===== src/hw/bsclk_defs.svh =====
`ifndef BSCLK_DEFS_SVH
`define BSCLK_DEFS_SVH

// Register byte offsets
`define BSCLK_CTRL_OFF 8'h00
`define BSCLK_FREQ_OFF 8'h04
`define BSCLK_STATUS_OFF 8'h08
`define BSCLK_TXDATA_OFF 8'h0C
`define BSCLK_RXDATA_OFF 8'h10

// Control register fields
`define BSCLK_IDLY_BIT 0
`define BSCLK_ODLY_BIT 1
`define BSCLK_QDLY_BIT 2
`define BSCLK_PHASE_P_BIT 3
`define BSCLK_PHASE_N_BIT 4
`define BSCLK_FWD_UP_BIT 5
`define BSCLK_FWD_DOWN_BIT 6
`define BSCLK_PSHARE_BIT 7
`define BSCLK_NSHARE_BIT 8
`define BSCLK_SERIAL_BIT 9
`define BSCLK_RXINV_BIT 10
`define BSCLK_TXPH90_BIT 11
`define BSCLK_RXW8_BIT 12
`define BSCLK_TXW8_BIT 13
`define BSCLK_RXTYPE_LSB 14
`define BSCLK_RXTYPE_MSB 15
`define BSCLK_SRC_BIT 16
`define BSCLK_TUNE_BIT 17
`define BSCLK_DIV4_BIT 18
`define BSCLK_CTRL_MSB 18

// Reset values
`define BSCLK_CTRL_RST 19'h4301F
`define BSCLK_FREQ_RST 32'h01F401F4

// Status fields
`define BSCLK_ST_RXVALID_BIT 0
`define BSCLK_ST_TXBUSY_BIT 1
`define BSCLK_ST_MISMATCH_BIT 2
`define BSCLK_ST_OVERRUN_BIT 3

// Widths and dividers
`define BSCLK_WIDE_BITS 4'h8
`define BSCLK_NARROW_BITS 4'h4
`define BSCLK_DIV4 3'h4
`define BSCLK_DIV2 3'h2

`endif


===== src/hw/bsclk_pkg.sv =====
package bsclk_pkg;

  typedef enum logic [1:0]
  {
    BSCLK_RX_DATA = 2'h0,
    BSCLK_RX_DATA_AND_CLOCK = 2'h1,
    BSCLK_RX_SERIAL = 2'h2
  } bsclk_rx_type_t;

  typedef enum logic [2:0]
  {
    BSCLK_TX_IDLE = 3'h1,
    BSCLK_TX_SHIFT = 3'h2,
    BSCLK_TX_LAST = 3'h4
  } bsclk_tx_state_t;

endpackage


===== src/hw/bsclk_top.sv =====
// The register offsets and register access over AHB-Lite were left to the implementer.
`timescale 1ns/10ps
`include "bsclk_defs.svh"

// What this block does
// - Three tracking enables, default on, independent
// - Capture phase per path: shift 90 or 0 while auto tune is on
// - Separate up and down clock forwarding enables
// - Positive and negative nibble share direction settings
// - Write clock copy equals sample clock divided
// - Transmit phase setting delays transmitter output
// - Width settings size deserializer and serializer
// - Receive type: data, data-and-clock, or serial
// - Transmit one bit per master clock period
// - Capture source from strap or register bit
// - Serial mode captures on both master edges
// - Serial mode divides master for internal clocks
// - Non-serial mode captures with forwarded strobe unless receive type is serial
// - Optional inverter in forwarded receive clock path
// - Non-serial master clock only runs calibrator
// - Source select picks which master clock input
// - Auto tune targets phase, compensates delay mismatch
module bsclk_top
#(
  parameter logic SERIAL_STRAP = 1'b0,
  parameter logic SLICE_ZERO = 1'b1
)
(
  input wire logic clock_in,
  input wire logic rst_in,
  input wire logic hsel,
  input wire logic [31:0] haddr,
  input wire logic [1:0] htrans,
  input wire logic hwrite,
  input wire logic [2:0] hsize,
  input wire logic [31:0] hwdata,
  input wire logic hready,
  output logic hreadyout,
  output logic [31:0] hrdata,
  output logic hresp,
  input wire logic rx_strobe_in,
  input wire logic rx_data_rise_in,
  input wire logic rx_data_fall_in,
  output logic tx_data_out,
  output logic fifo_write_clock_copy_out,
  output logic forward_clock_up_out,
  output logic forward_clock_down_out,
  output logic pos_nibble_share_dir_out,
  output logic neg_nibble_share_dir_out,
  output logic pos_nibble_clock_out,
  output logic neg_nibble_clock_out,
  output logic input_delay_tracking_enable_out,
  output logic output_delay_tracking_enable_out,
  output logic third_delay_tracking_enable_out,
  output logic cal_shift90_p_out,
  output logic cal_shift90_n_out,
  output logic builtin_calibrator_run_out,
  output logic master_source_select_out
);

  logic [`BSCLK_CTRL_MSB:0] ctrl_ff;
  logic [31:0] freq_ff;
  logic wr_pend_ff;
  logic [7:0] wr_addr_ff;
  logic [31:0] nxt_hrdata;
  logic [31:0] hrdata_ff;
  logic addr_ok;
  logic strobe_s1_ff, strobe_s2_ff, strobe_d_ff;
  logic rise_s1_ff, rise_s2_ff;
  logic fall_s1_ff, fall_s2_ff;
  logic serial_mode;
  logic sample_level;
  logic strobe_edge;
  logic strobe_rise;
  logic [7:0] shift_ff;
  logic [7:0] nxt_shift;
  logic [3:0] bit_cnt_ff;
  logic [7:0] rx_word_ff;
  logic rx_valid_ff;
  logic overrun_ff;
  logic word_done;
  logic rx_read;
  logic [3:0] rx_width;
  logic [2:0] div_val;
  logic [1:0] div_cnt_ff;
  logic wrclk_ff;
  logic period_tick;
  logic master_phase_ff;
  bsclk_pkg::bsclk_rx_type_t rx_type;
  bsclk_pkg::bsclk_tx_state_t tx_state_ff;
  logic [7:0] tx_shift_ff;
  logic [3:0] tx_cnt_ff;
  logic tx_bit_ff;
  logic tx_bit_d_ff;
  logic tx_out_ff;
  logic tx_load;

  function automatic logic [3:0] width_of(input logic wide);
    width_of = wide ? `BSCLK_WIDE_BITS : `BSCLK_NARROW_BITS;
  endfunction

  function automatic logic in_map(input logic [7:0] a);
    in_map = (a == `BSCLK_CTRL_OFF) || (a == `BSCLK_FREQ_OFF) || (a == `BSCLK_STATUS_OFF) ||
      (a == `BSCLK_TXDATA_OFF) || (a == `BSCLK_RXDATA_OFF);
  endfunction

  // Bus slave: zero wait states, always OKAY
  assign hreadyout = 1'b1;
  assign hresp = 1'b0;
  assign hrdata = hrdata_ff;
  assign addr_ok = hsel && hready && htrans[1] && (haddr[31:8] == 24'h000000) && in_map(haddr[7:0]);

  always_comb
  begin
    nxt_hrdata = 32'h00000000;
    if (haddr[7:0] == `BSCLK_CTRL_OFF)
    begin
      nxt_hrdata = {13'h0000, ctrl_ff};
    end
    else if (haddr[7:0] == `BSCLK_FREQ_OFF)
    begin
      nxt_hrdata = freq_ff;
    end
    else if (haddr[7:0] == `BSCLK_STATUS_OFF)
    begin
      nxt_hrdata = {28'h0000000, overrun_ff, (ctrl_ff[`BSCLK_RXW8_BIT] != ctrl_ff[`BSCLK_DIV4_BIT]),
        (tx_state_ff != bsclk_pkg::BSCLK_TX_IDLE), rx_valid_ff};
    end
    else if (haddr[7:0] == `BSCLK_RXDATA_OFF)
    begin
      nxt_hrdata = {24'h000000, rx_word_ff};
    end
    else
    begin
      nxt_hrdata = 32'h00000000;
    end
  end

  // Read data is loaded at the address phase so it stands through the data phase
  always_ff @(posedge clock_in)
  begin
    if (rst_in)
    begin
      hrdata_ff <= 32'h00000000;
    end
    else if (addr_ok && !hwrite)
    begin
      hrdata_ff <= nxt_hrdata;
    end
  end

  always_ff @(posedge clock_in)
  begin
    if (rst_in)
    begin
      wr_pend_ff <= 1'b0;
      wr_addr_ff <= 8'h00;
    end
    else
    begin
      wr_pend_ff <= addr_ok && hwrite;
      wr_addr_ff <= haddr[7:0];
    end
  end

  assign rx_read = addr_ok && !hwrite && (haddr[7:0] == `BSCLK_RXDATA_OFF);
  assign tx_load = wr_pend_ff && (wr_addr_ff == `BSCLK_TXDATA_OFF) && (tx_state_ff == bsclk_pkg::BSCLK_TX_IDLE);

  // Serial bit resets to the strap, software may override it later
  always_ff @(posedge clock_in)
  begin
    if (rst_in)
    begin
      ctrl_ff <= `BSCLK_CTRL_RST;
      ctrl_ff[`BSCLK_SERIAL_BIT] <= SERIAL_STRAP;
    end
    else if (wr_pend_ff && (wr_addr_ff == `BSCLK_CTRL_OFF))
    begin
      ctrl_ff <= hwdata[`BSCLK_CTRL_MSB:0];
    end
  end

  // Held for software only; the block cannot measure the master rate itself
  always_ff @(posedge clock_in)
  begin
    if (rst_in)
    begin
      freq_ff <= `BSCLK_FREQ_RST;
    end
    else if (wr_pend_ff && (wr_addr_ff == `BSCLK_FREQ_OFF))
    begin
      freq_ff <= hwdata;
    end
  end

  // Pin synchronisers
  always_ff @(posedge clock_in)
  begin
    if (rst_in)
    begin
      strobe_s1_ff <= 1'b0;
      strobe_s2_ff <= 1'b0;
      strobe_d_ff <= 1'b0;
      rise_s1_ff <= 1'b0;
      rise_s2_ff <= 1'b0;
      fall_s1_ff <= 1'b0;
      fall_s2_ff <= 1'b0;
    end
    else
    begin
      strobe_s1_ff <= rx_strobe_in;
      strobe_s2_ff <= strobe_s1_ff;
      strobe_d_ff <= strobe_s2_ff;
      rise_s1_ff <= rx_data_rise_in;
      rise_s2_ff <= rise_s1_ff;
      fall_s1_ff <= rx_data_fall_in;
      fall_s2_ff <= fall_s1_ff;
    end
  end

  assign serial_mode = ctrl_ff[`BSCLK_SERIAL_BIT];
  assign rx_type = bsclk_pkg::bsclk_rx_type_t'(ctrl_ff[`BSCLK_RXTYPE_MSB:`BSCLK_RXTYPE_LSB]);
  assign rx_width = width_of(ctrl_ff[`BSCLK_RXW8_BIT]);
  assign div_val = ctrl_ff[`BSCLK_DIV4_BIT] ? `BSCLK_DIV4 : `BSCLK_DIV2;

  always_ff @(posedge clock_in)
  begin
    if (rst_in)
    begin
      master_phase_ff <= 1'b0;
    end
    else
    begin
      master_phase_ff <= ~master_phase_ff;
    end
  end

  // Sample clock: regenerated master in serial mode, else the forwarded strobe
  assign sample_level = serial_mode ? master_phase_ff : (strobe_s2_ff ^ ctrl_ff[`BSCLK_RXINV_BIT]);
  assign strobe_edge = strobe_s2_ff ^ strobe_d_ff;
  assign strobe_rise = strobe_edge && (strobe_s2_ff ^ ctrl_ff[`BSCLK_RXINV_BIT]);
  assign period_tick = serial_mode ? 1'b1 : strobe_rise;

  // Words are taken from the shifted value, so the bit that ends the count is kept
  assign nxt_shift = (serial_mode || (rx_type == bsclk_pkg::BSCLK_RX_SERIAL)) ?
    {shift_ff[5:0], rise_s2_ff, fall_s2_ff} :
    (((rx_type == bsclk_pkg::BSCLK_RX_DATA_AND_CLOCK) && SLICE_ZERO) ? {shift_ff[6:0], strobe_s2_ff} :
    {shift_ff[6:0], rise_s2_ff});

  // Deserializer: two bits per master period in serial mode or serial receive type, one per strobe edge otherwise
  always_ff @(posedge clock_in)
  begin
    if (rst_in)
    begin
      shift_ff <= 8'h00;
      bit_cnt_ff <= 4'h0;
    end
    else if (serial_mode || (rx_type == bsclk_pkg::BSCLK_RX_SERIAL))
    begin
      shift_ff <= nxt_shift;
      bit_cnt_ff <= (bit_cnt_ff + 4'h2 >= rx_width) ? 4'h0 : bit_cnt_ff + 4'h2;
    end
    else if (strobe_edge)
    begin
      shift_ff <= nxt_shift;
      bit_cnt_ff <= (bit_cnt_ff + 4'h1 >= rx_width) ? 4'h0 : bit_cnt_ff + 4'h1;
    end
  end

  assign word_done = (serial_mode || (rx_type == bsclk_pkg::BSCLK_RX_SERIAL)) ?
    (bit_cnt_ff + 4'h2 >= rx_width) : (strobe_edge && (bit_cnt_ff + 4'h1 >= rx_width));

  // A word finished in the cycle it is read is kept: set wins
  always_ff @(posedge clock_in)
  begin
    if (rst_in)
    begin
      rx_word_ff <= 8'h00;
      rx_valid_ff <= 1'b0;
      overrun_ff <= 1'b0;
    end
    else
    begin
      if (word_done)
      begin
        rx_word_ff <= ctrl_ff[`BSCLK_RXW8_BIT] ? nxt_shift : {4'h0, nxt_shift[3:0]};
        rx_valid_ff <= 1'b1;
        overrun_ff <= overrun_ff | (rx_valid_ff && !rx_read);
      end
      else if (rx_read)
      begin
        rx_valid_ff <= 1'b0;
        overrun_ff <= 1'b0;
      end
    end
  end

  // Write clock copy toggles every div/2 period ticks: master clocks in serial mode, strobe rises otherwise
  always_ff @(posedge clock_in)
  begin
    if (rst_in)
    begin
      div_cnt_ff <= 2'h0;
      wrclk_ff <= 1'b0;
    end
    else if (period_tick)
    begin
      if ({1'b0, div_cnt_ff} + 3'h1 >= (div_val >> 1))
      begin
        div_cnt_ff <= 2'h0;
        wrclk_ff <= ~wrclk_ff;
      end
      else
      begin
        div_cnt_ff <= div_cnt_ff + 2'h1;
      end
    end
  end

  // The fabric read clock must run at this same rate
  assign fifo_write_clock_copy_out = wrclk_ff;
  assign forward_clock_up_out = ctrl_ff[`BSCLK_FWD_UP_BIT] & sample_level;
  assign forward_clock_down_out = ctrl_ff[`BSCLK_FWD_DOWN_BIT] & sample_level;
  assign pos_nibble_share_dir_out = ctrl_ff[`BSCLK_PSHARE_BIT];
  assign neg_nibble_share_dir_out = ctrl_ff[`BSCLK_NSHARE_BIT];
  assign pos_nibble_clock_out = ctrl_ff[`BSCLK_PSHARE_BIT] & sample_level;
  assign neg_nibble_clock_out = ctrl_ff[`BSCLK_NSHARE_BIT] & ~sample_level;
  assign input_delay_tracking_enable_out = ctrl_ff[`BSCLK_IDLY_BIT];
  assign output_delay_tracking_enable_out = ctrl_ff[`BSCLK_ODLY_BIT];
  assign third_delay_tracking_enable_out = ctrl_ff[`BSCLK_QDLY_BIT];
  assign cal_shift90_p_out = ctrl_ff[`BSCLK_TUNE_BIT] & ctrl_ff[`BSCLK_PHASE_P_BIT];
  assign cal_shift90_n_out = ctrl_ff[`BSCLK_TUNE_BIT] & ctrl_ff[`BSCLK_PHASE_N_BIT];
  assign builtin_calibrator_run_out = ctrl_ff[`BSCLK_TUNE_BIT] & ~serial_mode;
  assign master_source_select_out = ctrl_ff[`BSCLK_SRC_BIT];

  // Serializer: one bit per master clock period
  always_ff @(posedge clock_in)
  begin
    if (rst_in)
    begin
      tx_state_ff <= bsclk_pkg::BSCLK_TX_IDLE;
      tx_shift_ff <= 8'h00;
      tx_cnt_ff <= 4'h0;
      tx_bit_ff <= 1'b0;
    end
    else
    begin
      case (tx_state_ff)
        bsclk_pkg::BSCLK_TX_IDLE:
        begin
          if (tx_load)
          begin
            tx_shift_ff <= ctrl_ff[`BSCLK_TXW8_BIT] ? hwdata[7:0] : {hwdata[3:0], 4'h0};
            tx_cnt_ff <= width_of(ctrl_ff[`BSCLK_TXW8_BIT]) - 4'h1;
            tx_state_ff <= bsclk_pkg::BSCLK_TX_SHIFT;
          end
        end
        bsclk_pkg::BSCLK_TX_SHIFT:
        begin
          tx_bit_ff <= tx_shift_ff[7];
          tx_shift_ff <= {tx_shift_ff[6:0], 1'b0};
          tx_cnt_ff <= tx_cnt_ff - 4'h1;
          if (tx_cnt_ff == 4'h0)
          begin
            tx_state_ff <= bsclk_pkg::BSCLK_TX_LAST;
          end
        end
        bsclk_pkg::BSCLK_TX_LAST:
        begin
          // Line idles low so the last bit stands one clock only
          tx_bit_ff <= 1'b0;
          tx_state_ff <= bsclk_pkg::BSCLK_TX_IDLE;
        end
        default:
        begin
          tx_state_ff <= bsclk_pkg::BSCLK_TX_IDLE;
        end
      endcase
    end
  end

  // Quarter-bit shift cannot be made on one clock; a whole-cycle delay stands in
  always_ff @(posedge clock_in)
  begin
    if (rst_in)
    begin
      tx_bit_d_ff <= 1'b0;
      tx_out_ff <= 1'b0;
    end
    else
    begin
      tx_bit_d_ff <= tx_bit_ff;
      tx_out_ff <= ctrl_ff[`BSCLK_TXPH90_BIT] ? tx_bit_d_ff : tx_bit_ff;
    end
  end

  assign tx_data_out = tx_out_ff;

endmodule


===== config.mk =====
export PLATFORM = sky130hd
export DESIGN_NAME = bsclk_top
export DESIGN_NICKNAME = d
export VERILOG_FILES = /design/src/hw/bsclk_pkg.sv /design/src/hw/bsclk_top.sv
export VERILOG_INCLUDE_DIRS = /design/src /design/src/hw
export SDC_FILE = /design/constraint.sdc
export NUM_CORES = 1
export LEC_CHECK = 0
export BUFFER_PORTS_ARGS = -buffer_cell sky130_fd_sc_hd__buf_2
export CELL_PAD_IN_SITES_DETAIL_PLACEMENT = 1
export CELL_PAD_IN_SITES_GLOBAL_PLACEMENT = 2
export CORE_ASPECT_RATIO = 1.5
export CORE_MARGIN = 10
export CORE_UTILIZATION = 27
export DETAILED_ROUTE_END_ITERATION = 10
export PLACE_DENSITY = 0.72
export SLEW_MARGIN = 20
export SYNTH_ARGS = -nofsm -noshare
export SYNTH_HDL_FRONTEND = slang
export SYNTH_SLANG_ARGS = --single-unit

===== constraint.sdc =====
create_clock -name clock_in -period 3.2 [get_ports clock_in]
set_input_delay 0.48 -clock clock_in [delete_from_list [all_inputs] [get_ports clock_in]]
set_output_delay 0.48 -clock clock_in [all_outputs]
set_load 0.1 [all_outputs]

# ---- After elaboration in Yosys (flattened, before gate mapping)
# Cells that the tools add are included.
dict set report op_classes {
  addsub 6
  n_lt_le_gt_ge 3
  n_eq_ne 15
  n_mux 33
  bitwise 14
  reduce_logical 32
}
# op n
set ops {}
lappend ops {{$mux W32} 2}
lappend ops {{$mux W8} 6}
lappend ops {{$mux W4} 7}
lappend ops {{$eq A8 B4 Y1 const B} 3}
lappend ops {{$logic_not A24 Y1} 1}
lappend ops {{$eq A8 B3 Y1 const B} 2}
lappend ops {{$logic_not A8 Y1} 2}
lappend ops {{$pmux W8 S2} 1}
lappend ops {{$logic_and A1 B1 Y1} 14}
lappend ops {{$mux W7} 2}
lappend ops {{$mux W3} 3}
lappend ops {{$eq A8 B5 Y1 const B} 1}
lappend ops {{$ge A4 B4 Y1} 2}
lappend ops {{$mux W1} 8}
lappend ops {{$pmux W4 S2} 1}
lappend ops {{$reduce_bool A2 Y1} 4}
lappend ops {{$sub A4 B1 Y4 const B} 2}
lappend ops {{$and A1 B1 Y1} 7}
lappend ops {{$pmux W3 S2} 1}
lappend ops {{$reduce_and A2 Y1} 3}
lappend ops {{$logic_or A1 B1 Y1} 5}
lappend ops {{$add A4 B1 Y4 const B} 1}
lappend ops {{$add A4 B2 Y4 const B} 1}
lappend ops {{$logic_not A4 Y1} 1}
lappend ops {{17 further kinds} 23}
dict set report word_totals {
  register_bits 142
  inputBits 77
  output_inout_bits 49
}

# ---- Depth between registers and ports, before layout
# Gate-level depths: netlist (run 1).
dict set report depth {
  ltp_word 12
  ltp_mapped 10
  mapped_depth_nobuf 9
}

# ---- Least setup slack after synthesis (run 1)
# Ideal clock, no wire load.
dict set report synth_timing {
  kind {register -> output}
  startpoint {reg ctrl_ff[7]}
  endpoint {out pos_nibble_clock_out}
  t_arrival_ns 2.406
  path_slack_ns 0.314
  stages_incl_launch_ff 2
  path_buffers 0
  cell_sequence {dfxtp_1 nor2b_1}
}
dict set report synth_via {
  elab_chain_len 1
}
# item line
set synth_lines {}
lappend synth_lines {{start: declaration} bsclk_top.sv:61} ;# logic [`BSCLK_CTRL_MSB:0] ctrl_ff;
lappend synth_lines {{start signal: assignment} bsclk_top.sv:174} ;# ctrl_ff <= `BSCLK_CTRL_RST;
lappend synth_lines {{start signal: assignment} bsclk_top.sv:179} ;# ctrl_ff <= hwdata[`BSCLK_CTRL_MSB:0];
lappend synth_lines {{$and A1 B1 Y1} bsclk_top.sv:326} ;# assign pos_nibble_clock_out = ctrl_ff[`BSCLK_PSHARE_BIT] & sample_level;
lappend synth_lines {{end: declaration} bsclk_top.sv:50} ;# output logic pos_nibble_clock_out,
# No other way between the ends.

# ---- Final worst setup path (run 1)
dict set report layout_timing {
  startpoint {reg ctrl_ff[9]}
  endpoint {out neg_nibble_clock_out}
}
dict set report layout_via {
  elab_chain_len 3
}
# item line
set layout_lines {}
lappend layout_lines {{$mux W1} bsclk_top.sv:239} ;# assign sample_level = serial_mode ? master_phase_ff : (strobe_s2_ff ^ ctrl_ff[`BSCLK_RXINV_BIT]);
lappend layout_lines {{$not A1 Y1} bsclk_top.sv:327} ;# assign neg_nibble_clock_out = ctrl_ff[`BSCLK_NSHARE_BIT] & ~sample_level;
lappend layout_lines {{$and A1 B1 Y1} bsclk_top.sv:327}
lappend layout_lines {{end: declaration} bsclk_top.sv:51} ;# output logic neg_nibble_clock_out,
# No other way between the ends.

==> results of run 1 <==
## per-stage QoR
stage | cells | instance area, sq um | util | worst slack [ns] | power, mW
2_1_floorplan | 733 | 6180 | - | 0.314 | 1.95
3_3_place_gp | 1097 | 7080 | 0.315 | 0.678 | 2.04
3_5_place_dp | 1097 | 7080 | 0.315 | 0.624 | 2.05
4_1_cts | 1129 | 7680 | 0.342 | 0.643 | 4.08
5_1_grt | 1129 | 7680 | 0.342 | 0.382 | 4.17
6_report | 1129 | 7680 | 0.342 | 0.663 | 4.02
## metal layers
metal	global-route usage	vias to the layer above
li1	-	2741
met1	0.159	2642
met2	0.253	67
met3	0.0258	19
met4	0.0512	0
met5	0	-
## critical path: cells and delay by family (launching register included)
| kind | cells | cell delay, ns |
|---|---|---|
| flops | 1 | 0.67 |
| compound gates | 1 | 0.13 |
| buf+inv | 2 | 0.60 |
| simple gates | 2 | 0.24 |
## final cells by class
type,instances,area share
Clock buffer,18,0.0572
Inverter,19,0.00929
Timing Repair Buffer,137,0.0987
Multi-Input combinational cell,523,0.399
Sequential cell,142,0.370
Tap cell,276,0.0450
Clock inverter,14,0.0204
## sequential cells by signal, indices dropped and copies added, names as in the netlist, 2 cells and up
name,count
tx_state_ff,3
div_cnt_ff,2
rx_word_ff,8
freq_ff,32
tx_cnt_ff,4
hrdata,32
wr_addr_ff,8
tx_shift_ff,8
shift_ff,7
ctrl_ff,19
bit_cnt_ff,4
## placed cells by master (no fill, tap or decap), drive strengths merged, types with 4 or more instances in the layout
cell type	instances
a211oi	7
a21oi	78
a22oi	4
a32oi	4
and2	7
buf	137
clkbuf	18
clkinvlp	4
dfxtp	142
ha	10
inv	24
mux2	5
mux2i	40
nand2	136
nand3	40
nand4	4
nor2	46
nor2b	27
nor3	8
nor3b	4
nor4	9
o211ai	10
o21ai	19
or3	14
or4	5
xnor2	5
## worst min-delay path by stage
| stage | start | endpoint | cells after the start |
|---|---|---|---|
| finish | rx_strobe_in | strobe_s1_ff$_SDFF_PP0_ | 2 |
| CTS | rx_strobe_in | strobe_s1_ff$_SDFF_PP0_ | 2 |
| floorplan | master_phase_ff$_SDFF_PP0_ | master_phase_ff$_SDFF_PP0_ | 1 |
| detailed placement | master_phase_ff$_SDFF_PP0_ | master_phase_ff$_SDFF_PP0_ | 1 |
| global placement | master_phase_ff$_SDFF_PP0_ | master_phase_ff$_SDFF_PP0_ | 1 |
| global route | rx_strobe_in | strobe_s1_ff$_SDFF_PP0_ | 2 |
## cells by family after synthesis
| kind of cell | count (synthesis) | synth area share |
|---|---|---|
| AND/OR/NAND/NOR | 316 | 0.248 |
| XOR/XNOR | 6 | 0.00850 |
| buffers and inverters | 68 | 0.0459 |
| multiplexers | 45 | 0.0739 |
| flip-flops | 142 | 0.460 |
| AO/OA/AOI/OAI | 143 | 0.139 |
| adder cells (fa/ha/maj) | 11 | 0.0235 |
| other | 2 | 0.00121 |
## power by group
group / leakage [nW] / switching [mW] / internal [mW]
clock network: 0.280 / 0.836 / 1.18
logic: 1.61 / 0.127 / 0.0746
registers: 1.15 / 0.0147 / 1.79
total: 3.04 / 0.978 / 3.04
==> run metrics, run 1 <==
status=finished, final reports clean; Die Ht=205 microns; Seq cells post-synth=142; commonest cells in the netlist=dfxtp_1 (142), nand2_1 (136), a21oi_1 (78); port bufs=119; Hold Violations, Final=0; via/cell ratio=4.84; clk root buf=clkbuf_16; initial antenna violation count=0; clock slew seen by the registers of the worst setup and hold paths=0.06 ns; die area=29,500 sq um; FF-to-FF setup slack=0.68 ns; Min Hold Slack=0.260 ns; Pleak=3.04 nW; RSZ-0062 raised after global routing=no; slowest stage delay, CP=0.67 ns; n_diodes=0; # Max-Cap Violations=0; vias in the first global route=5,696; Most used DFF post-synth=dfxtp_1; Mapped Avg Cell Area=8.44 sq um; Synth area leaders=dfxtp_1 (46%), nand2_1 (8.3%), mux2i_1 (6.5%); YS warnings=0; Hold Crit Class=in2reg; Final Max Slew Viols=0; gpl congestion=0.761; Post-Syn Area=6180 sq um; cts hold-fix bufs=0; fmax=0.394 GHz; PostCTS Resize Cnt=0; sequential cell area fraction in the yosys report=0.460; clock sinks=142; grt ovf=0; Reg2Reg Depth=10; CTS tree=built; Peak VDD IR=0.321 mV; wl on met1=8630 microns; clock period minus worst slack=2.54 ns; crit path capture type=output port; Crit path arrival time=2.06 ns; Synth area leader=dfxtp_1; sequential cell area=2840 sq um; fraction of registers with async set/reset=0; Fin Setup TNS=0 ns; first-pass GRT wire length=32,000 microns; Synth-to-Final Area Change=24.2%; final wirelength=20,500 microns; clk_skew=0.0147 ns; Setup crit start=ctrl_ff[9]$_SDFFE_PP0P_; pwr dens=524 nW/um^2; worst-case clock buffer depth=2; Worst path slowest cell=dfxtp_1; Net Count, Synth=821; Final Setup Violations=0; startpoint types=flop; number of H-tree levels=4; Reg-to-Reg Start=bit_cnt_ff[1]$_SDFFE_PP0P_; crit-path max FO=13; unique cell type count in the Yosys netlist=60; Post-CTS Setup Bufs=0; DRT Pass-1 Iters=4; met2 WL post-DR=10,900 microns; Multi-input gate area=3070 sq um; Core ar.=22,500 sq um; EDFF count, synth=0; Nets=928; total number of vias=5,469; cell with the most instances after synthesis=dfxtp_1; DR top layer=met4; largest net degree at the start of global routing=71; Die Wd=144 microns; TritonCTS Buffers=17; fraction of layout cells with a size suffix above 1=0.217; Initial Util=0.275; Filler cells=2,677; number of I/O pins=126; critical path class=reg2out; # DRC=0; Avg WL per Cell=18.2 microns; Final Cycle Share=0.793; crit path to=neg_nibble_clock_out; aggregate global-route resource usage=0.140; critical path, cell by cell=nor2_1 > a21oi_1 > buf_4 > and2_1 > buf_2; Detailed Place HPWL=14,700 microns; worst skew pair latency=0.43 ns; ANT nets after route=0; drt initial violations=224; top-area cell type share of the netlist area=0.460; DR WL met3=622 microns; Mapped Cells=733; Rel. slew slack=0.453; Slew @ Worst Pin=0.820 ns; Reg2Reg Capture Point=bit_cnt_ff[3]$_SDFFE_PP0P_; # rows=67; Req. time, crit path=2.72 ns
Power figures use the tool's default switching activity.
==> inputs of run 2 (changes only) <==
Clock period 3.2 ns to 2.6 ns, I/O delays scaled along.
==> run metrics, run 2 (synthesis gave the netlist of run 1 again) <==
Crit path arrival time=2.67 ns; Avg WL per Cell=17.5 microns; clock power share=0.488; Finished Core Util=0.346; Min Hold Slack=0.170 ns; Req. time, crit path=2.89 ns; fmax=0.421 GHz; TritonCTS Buffers=17; overall power=4.82 mW; # rows=67; total number of vias=5,515; Initial Util=0.275; sequential power share=0.460; Final Cycle Share=0.914; CTS tree=built; via/cell ratio=4.83; clock period minus worst slack=2.38 ns; status=finished, final reports clean; port bufs=119; gpl congestion=0.745; Finished Cell Area=7780 sq um; Reg2Reg Depth=10; grt ovf=0; DR WL met3=694 microns; Setup crit start=bit_cnt_ff[1]$_SDFFE_PP0P_; Rel. slew slack=0.522; Final Setup Violations=0; met2 WL post-DR=10,700 microns; clock sinks=142; startpoint types=flop; clock slew seen by the registers of the worst setup and hold paths=0.06 ns; first-pass GRT wire length=31,300 microns; Core ar.=22,500 sq um; final wirelength=20,000 microns; fraction of layout cells with a size suffix above 1=0.232; clk root buf=clkbuf_16; Slew @ Worst Pin=0.717 ns; Pint=3.66 mW; Reg2Reg Capture Point=overrun_ff$_SDFFE_PP0P_; cts hold-fix bufs=0; Die Ht=205 microns; initial antenna violation count=0; crit-path max FO=7; crit path capture type=flop; n_diodes=0; Reg-to-Reg Start=bit_cnt_ff[1]$_SDFFE_PP0P_; sequential cell area=2840 sq um; hold endpoint=rise_s1_ff$_SDFF_PP0_; Hold Violations, Final=0; drt initial violations=263; Multi-input gate area=3080 sq um; wl on met1=8320 microns; Hold Crit Class=in2reg; switching part of the total power=0.240; number of H-tree levels=4; # DRC=0; DRT Pass-1 Iters=4; P_sw=1.16 mW; worst-case clock buffer depth=2; Fin Setup TNS=0 ns; most frequent cells in the layout=dfxtp_1 (142), nand2_1 (136), buf_2 (117); critical path class=reg2reg; aggregate global-route resource usage=0.137; vias in the first global route=5,659; Nets=941; Min-Delay Path Depth=2; DR top layer=met4; Final Max Slew Viols=0; Peak VDD IR=0.451 mV; worst skew pair latency=0.43 ns; RSZ-0062 raised after global routing=no; largest net degree at the start of global routing=116; Pleak=3.11 nW; ANT nets after route=0; Synth-to-Final Area Change=25.8%; Filler cells=2,685; commonest non-fill, non-tap cell in the layout=dfxtp_1; # Max-Cap Violations=0; Detailed Place HPWL=14,900 microns; FF-to-FF setup slack=0.22 ns; Comb pwr share=0.051; number of I/O pins=126; post-placement cell area=7200 sq um; HP Start=rx_data_rise_in; Die Wd=144 microns; clk_skew=0.00847 ns; die area=29,500 sq um; pwr dens=619 nW/um^2
[run 2: cell count changes in the layout (fill, tap and decap cells not counted), sizes merged]
cell,change
buf,+12
clkinv,+5
inv,-4
clkbuf,+2
bufinv,-1
clkinvlp,-1
[run 2: worst max path at each step]
stage	endpoint	slack, ns
2_1_floorplan	forward_clock_down_out	0.09
3_3_place_gp	overrun_ff$_SDFFE_PP0P_	0.13
3_5_place_dp	overrun_ff$_SDFFE_PP0P_	0.06
4_1_cts	overrun_ff$_SDFFE_PP0P_	0.05
5_1_grt	overrun_ff$_SDFFE_PP0P_	0.02
6_report	overrun_ff$_SDFFE_PP0P_	0.22
[run 2: power by group through the flow]
stage	Combinational [mW]	Clock [mW]	Sequential, mW
floorplan	0.132	0	2.27
CTS	0.253	2.42	2.22
detailed placement	0.252	0	2.26
global placement	0.250	0	2.26
global route	0.275	2.50	2.22
finish	0.247	2.35	2.22
[run 2: worst max-delay path, cell delays in order, from the launching register on]
cell and delay [ns]:
dfxtp_1 0.41, ha_2 0.25, nand2_1 0.07, xnor2_1 0.13, ha_1 0.28, nor2b_1 0.13, a311o_1 0.31, o2bb2ai_2 0.19
buf_4 0.19, o211ai_1 0.16, o21ai_0 0.10
[run 2: area by class of cell]
type                    instances  share of cell area
clock inverters                13              0.0150
inverters                      19             0.00917
flip-flops and latches        142               0.366
clock buffers                  19              0.0582
repair buffers                150               0.112
multi-input cells             523               0.396
well taps                     276              0.0444
[run 2: through the flow]
stage	std cells	worst slack [ns]
after global placement	1110	0.132
after detailed placement	1110	0.0634
final	1142	0.224
after global routing	1142	0.0182
after floorplan	733	0.0929
after CTS	1142	0.0497
[run 2: metal layers]
metal  vias to the layer above  track usage
met2                        69        0.247
met5                         -            0
met4                         0       0.0494
li1                       2768            -
met3                        17       0.0351
met1                      2661        0.152
[run 2: repair_timing]
action                     4_1_cts  5_1_grt
setup endpoints to repair        0        7
hold endpoints to repair         0        0
gates resized for setup          0        3
buffers inserted                 0        0
